`src/hotplug_timer_cfg_regs_consts.svh`:
```
// Constants for the hot-plug timer configuration function
`ifndef HOTPLUG_TIMER_CFG_REGS_CONSTS_SVH
`define HOTPLUG_TIMER_CFG_REGS_CONSTS_SVH

// Configuration byte offsets
`define HPT_OFS_HEADER        8'h0e
`define HPT_OFS_SUBSYS        8'h2c
`define HPT_OFS_SUBSYS_ID     8'h2e
`define HPT_OFS_TIMER         8'hb0

// Header type fields
`define HPT_HDR_MULTI_BIT     7
`define HPT_HDR_MULTI_VAL     1'b1
`define HPT_HDR_FORMAT_VAL    7'h00

// Timer register field positions
`define HPT_PRESCALE_LSB      0
`define HPT_COUNT_LSB         5
`define HPT_ENABLE_BIT        15
`define HPT_STATUS_BIT        16

// Timer reset values and recommended prescale
`define HPT_PRESCALE_RST      5'h00
`define HPT_COUNT_RST         10'h000
`define HPT_PRESCALE_RECOMMENDED 5'h15

`endif

```
`src/hotplug_timer_cfg_regs_pkg.sv`:
```
// Types shared by the hot-plug timer configuration function
package hotplug_timer_cfg_regs_pkg;

  // One-hot timer states
  typedef enum logic [2:0] {
    ST_IDLE    = 3'b001,
    ST_RUN     = 3'b010,
    ST_EXPIRED = 3'b100
  } timer_state_t;

endpackage : hotplug_timer_cfg_regs_pkg

```
`src/hotplug_prescaler.sv`:
```
// Free-running power-of-two prescaler producing decrement ticks
`timescale 1ns/1ps
`default_nettype none
module hotplug_prescaler
  import hotplug_timer_cfg_regs_pkg::*;
#(
  parameter int PRESCALE_WIDTH = 5
) (
  input  wire logic                      i_clock,
  input  wire logic                      i_rstn,
  input  wire logic [PRESCALE_WIDTH-1:0] i_prescale,
  output logic                           o_tick
);

  localparam int CW = 2 ** PRESCALE_WIDTH;

  // Counter must stay a sane width; refused at elaboration
  if (PRESCALE_WIDTH < 1 || PRESCALE_WIDTH > 5) begin : g_bad_width
    $error("PRESCALE_WIDTH out of range");
  end

  // All state of the prescaler
  typedef struct packed {
    logic [CW-1:0] cnt;   // Free-running bus clock count
    logic          tick;  // Registered tick
  } pre_state_t;

  pre_state_t st;       // Current state
  pre_state_t next_st;  // Next state
  logic [CW-1:0] mask;  // Low bits that must all be ones

  // Tick once the low prescale bits wrap; free running, so the first
  // interval after enabling is partial, which gives the lower bound
  always_comb begin
    next_st     = st;
    mask        = (CW'(1) << i_prescale) - CW'(1);
    next_st.cnt = st.cnt + CW'(1);
    next_st.tick = ((st.cnt & mask) == mask);
  end

  // State register
  always_ff @(posedge i_clock) begin
    if (!i_rstn) begin
      st <= '0;
    end else begin
      st <= next_st;
    end
  end

  assign o_tick = st.tick;

endmodule : hotplug_prescaler
`default_nettype wire

```
`src/hotplug_timer_cfg_regs.sv`:
```
// Configuration function with header, subsystem identity and hot-plug timer
`timescale 1ns/1ps
`default_nettype none
`include "hotplug_timer_cfg_regs_consts.svh"
module hotplug_timer_cfg_regs
  import hotplug_timer_cfg_regs_pkg::*;
#(
  parameter int          PRESCALE_WIDTH = 5,
  parameter int          COUNT_WIDTH    = 10,
  parameter logic [15:0] SUBSYS_VENDOR_RST = 16'h1a2b, // Arbitrary value
  parameter logic [15:0] SUBSYS_ID_RST     = 16'h3c4d  // Arbitrary value
) (
  input  wire logic        i_clock,
  input  wire logic        i_rstn,
  input  wire logic        i_cfg_wr,
  input  wire logic        i_cfg_rd,
  input  wire logic [7:0]  i_cfg_addr,
  input  wire logic [3:0]  i_cfg_be,
  input  wire logic [31:0] i_cfg_wdata,
  output logic [31:0]      o_cfg_rdata,
  output logic             o_cfg_rvalid,
  output logic             o_hotplug_irq_out
);

  // Fields must fit the fixed register layout; refused at elaboration
  if (PRESCALE_WIDTH != 5 || COUNT_WIDTH != 10) begin : g_bad_layout
    $error("Timer field widths must match register layout");
  end

  // All state of the function
  typedef struct packed {
    logic [15:0]            subsystem_vendor_ident;      // Subsystem vendor identity
    logic [15:0]            subsystem_ident;       // Subsystem identity
    logic [3:0]             written;   // Per-byte write-once flags
    logic                   status;    // Timer expiry status
    logic                   enable;    // Interrupt enable
    logic [COUNT_WIDTH-1:0] count;     // Programmed interval count
    logic [PRESCALE_WIDTH-1:0] prescale; // Programmed prescale
    logic [COUNT_WIDTH-1:0] remaining; // Intervals left
    timer_state_t           tstate;    // Timer state
    logic [31:0]            rdata;     // Read data
    logic                   rvalid;    // Read answer strobe
  } regs_t;

  regs_t st;        // Current state
  regs_t next_st;   // Next state
  logic  tick;      // Prescaler tick
  logic [31:0] wmask;     // Byte-enable mask
  logic [31:0] tword;     // Timer word as stored
  logic [31:0] tnew;      // Timer word after write merge
  logic [31:0] idnew;     // Identity word after write merge
  logic        hit_hdr;   // Header dword decode
  logic        hit_id;    // Identity dword decode
  logic        hit_tim;   // Timer dword decode

  // Expand byte enables into a bit mask
  function automatic logic [31:0] be_mask(input logic [3:0] be);
    be_mask = {{8{be[3]}}, {8{be[2]}}, {8{be[1]}}, {8{be[0]}}};
  endfunction : be_mask

  // Merge write data under a mask
  function automatic logic [31:0] merge(input logic [31:0] old_v,
                                        input logic [31:0] new_v,
                                        input logic [31:0] m);
    merge = (old_v & ~m) | (new_v & m);
  endfunction : merge

  // Single prescaler: the function has one timer only
  // one timer instance
  hotplug_prescaler #(
    .PRESCALE_WIDTH (PRESCALE_WIDTH)
  ) u_prescaler (
    .i_clock    (i_clock),
    .i_rstn     (i_rstn),
    .i_prescale (st.prescale),
    .o_tick     (tick)
  );

  // Dword decode; header sits in byte lane 2 of dword 0x0c
  assign hit_hdr = (i_cfg_addr[7:2] == 6'(`HPT_OFS_HEADER >> 2));
  assign hit_id  = (i_cfg_addr[7:2] == 6'(`HPT_OFS_SUBSYS >> 2));
  assign hit_tim = (i_cfg_addr[7:2] == 6'(`HPT_OFS_TIMER >> 2));
  assign wmask   = be_mask(i_cfg_be);
  assign tword   = {15'h0000, st.status, st.enable, st.count, st.prescale};

  // Register writes, timer sequencing and read answer
  always_comb begin
    next_st = st;
    // Identity bytes only take lanes not yet written
    // first write per byte
    idnew = merge({st.subsystem_ident, st.subsystem_vendor_ident}, i_cfg_wdata,
                  wmask & ~be_mask(st.written));
    tnew  = merge(tword, i_cfg_wdata, wmask);
    next_st.rvalid = i_cfg_rd;
    next_st.rdata  = 32'h0000_0000;

    // Read mux; unmapped dwords read zero
    if (i_cfg_rd) begin
      if (hit_hdr) begin
        next_st.rdata[23:16] = {`HPT_HDR_MULTI_VAL, `HPT_HDR_FORMAT_VAL};
      end else if (hit_id) begin
        next_st.rdata = {st.subsystem_ident, st.subsystem_vendor_ident};
      end else if (hit_tim) begin
        next_st.rdata = tword;
      end
    end

    // Configuration writes
    if (i_cfg_wr && hit_id) begin
      next_st.subsystem_vendor_ident    = idnew[15:0];
      next_st.subsystem_ident     = idnew[31:16];
      next_st.written = st.written | i_cfg_be;
    end
    if (i_cfg_wr && hit_tim) begin
      next_st.prescale = tnew[`HPT_PRESCALE_LSB +: PRESCALE_WIDTH];
      next_st.count    = tnew[`HPT_COUNT_LSB +: COUNT_WIDTH];
      next_st.enable   = tnew[`HPT_ENABLE_BIT];
      if (i_cfg_be[2] && i_cfg_wdata[`HPT_STATUS_BIT]) begin
        next_st.status = 1'b0;
      end
    end

    // Timer sequencer
    case (st.tstate)
      ST_IDLE: begin
        if (st.enable) begin
          next_st.remaining = st.count;
          next_st.tstate    = ST_RUN;
        end
      end
      ST_RUN: begin
        if (!st.enable) begin
          next_st.tstate = ST_IDLE;
        end else if (tick) begin
          if (st.remaining <= COUNT_WIDTH'(1)) begin
            next_st.remaining = '0;
            next_st.tstate    = ST_EXPIRED;
            // expiry sets status, wins over clear
            next_st.status    = 1'b1;
          end else begin
            next_st.remaining = st.remaining - COUNT_WIDTH'(1);
          end
        end
      end
      ST_EXPIRED: begin
        // Hold until software drops enable to re-arm
        if (!st.enable) begin
          next_st.tstate = ST_IDLE;
        end
      end
      default: begin
        next_st.tstate = ST_IDLE;
      end
    endcase
  end

  // State register
  always_ff @(posedge i_clock) begin
    if (!i_rstn) begin
      st           <= '0;
      st.subsystem_vendor_ident      <= SUBSYS_VENDOR_RST;
      st.subsystem_ident       <= SUBSYS_ID_RST;
      st.count     <= `HPT_COUNT_RST;
      st.prescale  <= `HPT_PRESCALE_RST;
      st.tstate    <= ST_IDLE;
    end else begin
      st <= next_st;
    end
  end

  // Interrupt level while status stands and enable is set
  // enabled expiry raises interrupt
  assign o_hotplug_irq_out = st.status & st.enable;
  assign o_cfg_rdata       = st.rdata;
  assign o_cfg_rvalid      = st.rvalid;
endmodule : hotplug_timer_cfg_regs
`default_nettype wire

```
`config.mk`:
```
export PLATFORM = sky130hd
export DESIGN_NAME = hotplug_timer_cfg_regs
export DESIGN_NICKNAME = d
export VERILOG_FILES = /design/src/hotplug_timer_cfg_regs_pkg.sv /design/src/hotplug_prescaler.sv /design/src/hotplug_timer_cfg_regs.sv
export VERILOG_INCLUDE_DIRS = /design/src
export SDC_FILE = /design/constraint.sdc
export NUM_CORES = 1
export LEC_CHECK = 0
export BUFFER_PORTS_ARGS = -buffer_cell sky130_fd_sc_hd__buf_2
export CAP_MARGIN = 15
export CORE_UTILIZATION = 52
export DETAILED_ROUTE_END_ITERATION = 16
export GPL_TIMING_DRIVEN = 1
export PLACE_DENSITY = 0.76
export SETUP_SLACK_MARGIN = 0.3
export SLEW_MARGIN = 30
export SYNTH_ARGS = -nofsm -noshare
export SYNTH_HDL_FRONTEND = slang
export SYNTH_SLANG_ARGS = --single-unit
```
`constraint.sdc`:
```
create_clock -name i_clock -period 2.6 [get_ports i_clock]
set_input_delay 0.26 -clock i_clock [delete_from_list [all_inputs] [get_ports i_clock]]
set_output_delay 0.26 -clock i_clock [all_outputs]
set_load 0.02 [all_outputs]
```
==> out/results.txt <==
Status - complete, no violations
Htree depth - 4
Achievable clock frequency - 424.4 MHz
Peak per-stage delay on the critical path - 0.48 ns
Synth Area per Inst - 9.055 um^2
Sequential share of the synthesized area - 42.59%
Switching share of power - 21.56%
Largest net degree at the start of global routing - 77
Initial cell density of the core - 53.69%
Post-CTS Hold Buffers - 0
Final Critical Period - 2.356 ns
CP Launch Type - flip-flop
Worst vdd ir - 0.5561 mV
Net Count, Synth - 732
Clock Latency Late Sink - 0.41 ns
CP arrival - 2.65 ns
Clock power frac - 49.4%
Fin cells - 887
Core area - 11470 um^2
Drt first pass iters - 5
Die X - 110.8 um
Worst Path Max Fanout - 7
Vias per cell - 5.651
Worst Skew - 0.004470 ns
CP Cell Sequence - nor4_4, nand2_1, ha_4, buf_6, buf_4, or4_1, a21o_1, a21o_1, nand4_1, nor4_2
Clock buffer depth - 2
Mapped cell area - 6157 um^2
Antenna Nets Post-Route - 0
Commonest non-fill, non-tap cell in the layout - dfxtp_1
Routed WL - 14020 um
PD cells - 593.6 nW/um^2
Max-cap viol count - 0
Residual DRC - 0
Setup_tns - 0 ns
Overflow after GRT - 0
Commonest non-fill, non-tap cells in the layout - 125 x dfxtp_1, 79 x buf_2, 48 x mux2i_1, 47 x nor2b_1, 45 x nand2_1
Cell-internal power - 0.003354 W
Max Slew Vio Count - 0
Routability cong. - 0.8869
Cell Area, Placed - 6506 um^2
Die area - 12280 um^2
CTS tree - done
Post-synth top flop - dfxtp_1
Flops & latches, synth - 131
# port buffers - 79
Ant diodes - 0
Worst Setup End Kind - flip-flop
Area growth, synth to finish - 16.99%
Flop pwr share - 47.3%
Clock Pin Slew Worst Setup and Hold Paths - 0.05 ns
Initial antenna violation count - 0
Vias in the first global route - 4813
Setup repair after global routing missed its margin - yes
Setup violations, final - 0
Synthesis warning total - 0
Cells after synthesis - 680
CP most frequent cell - a21o_1
Share of cells above drive strength 1 - 23.25%
Relative slew slack - 58.03%
CP required - 2.89 ns
Post-synth EDFFs - 0
Logic pwr share - 3.2%
CTS sink count - 131
GRT Total Usage - 23.35%
Pleak - 2.930 nW
IO Count - 82
Critical path type - reg -> reg
Tcrit/Tclk final - 90.62%
CTS Buf Count - 17
Drt wl/cell - 15.81 um
Final Hold Viols - 0
Synth unique cells - 63
Filler Cells Inserted - 969
Nets@finish - 785
Die height - 110.8 um
Placed Instances - 852
First-pass GRT wire length - 23330 um
Final instance area - 7203 um^2
Iter 0 DRT Violations - 401
Net Switching - 0.0009220 W
Worst-Margin Slew - 0.6296 ns
Via count - 5012
Placed wire-length estimate - 9485 um
Clock Root Buffer - clkbuf_16
Worst path slowest cell - or4_1
FFs w/ async S/R, synth - 0%
Cell row count - 39
Hold/Removal Path Class - in -> reg
repair_timing:
item / CTS / global route
pin swaps: 0 / 9
cloned: 0 / 0
endpoints found under the setup margin: 1 / 3
hold endpoints to repair: 0 / 0
buffers inserted: 0 / 5
gates resized for setup: 1 / 34
cell usage after synthesis, types with 3 or more instances:
| cell type | number | area, um^2 |
|---|---|---|
| dfxtp_1 | 131 | 2623 |
| mux2i_1 | 48 | 480.5 |
| nand2_1 | 47 | 176.4 |
| nor2b_1 | 47 | 294.0 |
| nor2_1 | 36 | 135.1 |
| buf_4 | 34 | 255.2 |
| clkbuf_1 | 31 | 116.4 |
| and2_1 | 28 | 175.2 |
| a22oi_1 | 22 | 165.2 |
| nand3_1 | 22 | 110.1 |
| a21oi_1 | 21 | 105.1 |
| and3_1 | 20 | 125.1 |
| o21ai_0 | 19 | 95.09 |
| xnor2_1 | 18 | 157.7 |
| nor3_1 | 16 | 80.08 |
| nand2b_1 | 11 | 68.82 |
| nor4_1 | 9 | 56.30 |
| xor2_1 | 9 | 78.83 |
| inv_1 | 8 | 30.03 |
| a31oi_1 | 7 | 43.79 |
| nand4_1 | 7 | 43.79 |
| o21ai_1 | 6 | 30.03 |
| or3_1 | 6 | 37.54 |
| buf_2 | 5 | 25.02 |
| o22ai_1 | 5 | 31.28 |
| a21o_1 | 4 | 30.03 |
| and4_1 | 4 | 35.03 |
| and4b_1 | 4 | 40.04 |
| ha_1 | 4 | 50.05 |
| a21boi_1 | 3 | 22.52 |
| o211a_1 | 3 | 30.03 |
| o211ai_1 | 3 | 22.52 |
| or4_1 | 3 | 22.52 |
path summary, 6_finish.rpt:
check             depth (start not counted)  slack (ns)            start                  to
hold reg to reg                           2        0.48        flip-flop           flip-flop
setup / recovery                         10        0.24        flip-flop  u_prescaler.o_tick
setup reg to reg                         10        0.24        flip-flop  u_prescaler.o_tick
hold / removal                            3        0.07  i_cfg_wdata[19]           flip-flop
per-stage QoR:
stage	hold slack (ns)	setup WS (ns)	total power (W)	util [%]
floorplan	0.3880	0.3473	0.002135	-
global placement	0.4440	0.2054	0.002198	56.74
detailed placement	0.4582	0.1927	0.002201	56.74
CTS	0.06542	0.3165	0.004304	61.36
global route	0.08143	0.1640	0.004421	62.82
finish	0.07300	0.2439	0.004276	62.82
metal layers:
layer | track usage, % | vias up | share of wire, %
li1 | - | 2469 | -
met2 | 37.52 | 133 | 48
met5 | 0 | - | 0
met1 | 31.31 | 2399 | 47
met4 | 7.467 | 0 | 0.98
met3 | 4.921 | 11 | 4.5
cell type report:
class,instances,area (um^2),share of cell area (%)
inverters,9,33.78,0.4690
clock inverters,9,57.56,0.7990
clock buffers,21,470.5,6.531
flip-flops and latches,131,2638,36.62
multi-input cells,468,3219,44.69
well taps,143,178.9,2.484
repair buffers,106,605.6,8.407
critical path, delay by kind of cell, from the launching register on:
| family | cells | cell delay (ns) |
|---|---|---|
| AND/OR/NAND/NOR | 5 | 1.04 |
| flip-flops | 1 | 0.37 |
| adder cells (fa/ha/maj) | 1 | 0.23 |
| AO/OA/AOI/OAI | 2 | 0.32 |
| buffers and inverters | 2 | 0.27 |
power by group through the flow:
stage	Combinational, W	Sequential, W	Clock [W]
after floorplan	0.0000677	0.00207	0
after global placement	0.000129	0.00207	0
after detailed placement	0.000132	0.00207	0
after CTS	0.000133	0.00203	0.00214
after global routing	0.000151	0.00202	0.00225
final	0.000137	0.00202	0.00211
kinds of logic after synthesis:
family | after synthesis | synth area share (%)
xor gates and xnor gates | 27 | 3.841
adders and majority gates | 4 | 0.8129
DFF | 131 | 42.59
muxes | 48 | 7.803
and+or+nand+nor | 275 | 25.48
buffers and inverters | 81 | 7.112
AOI/OAI and AO/OA | 114 | 12.36
No activity file was read; power rests on OpenSTA's default activity.
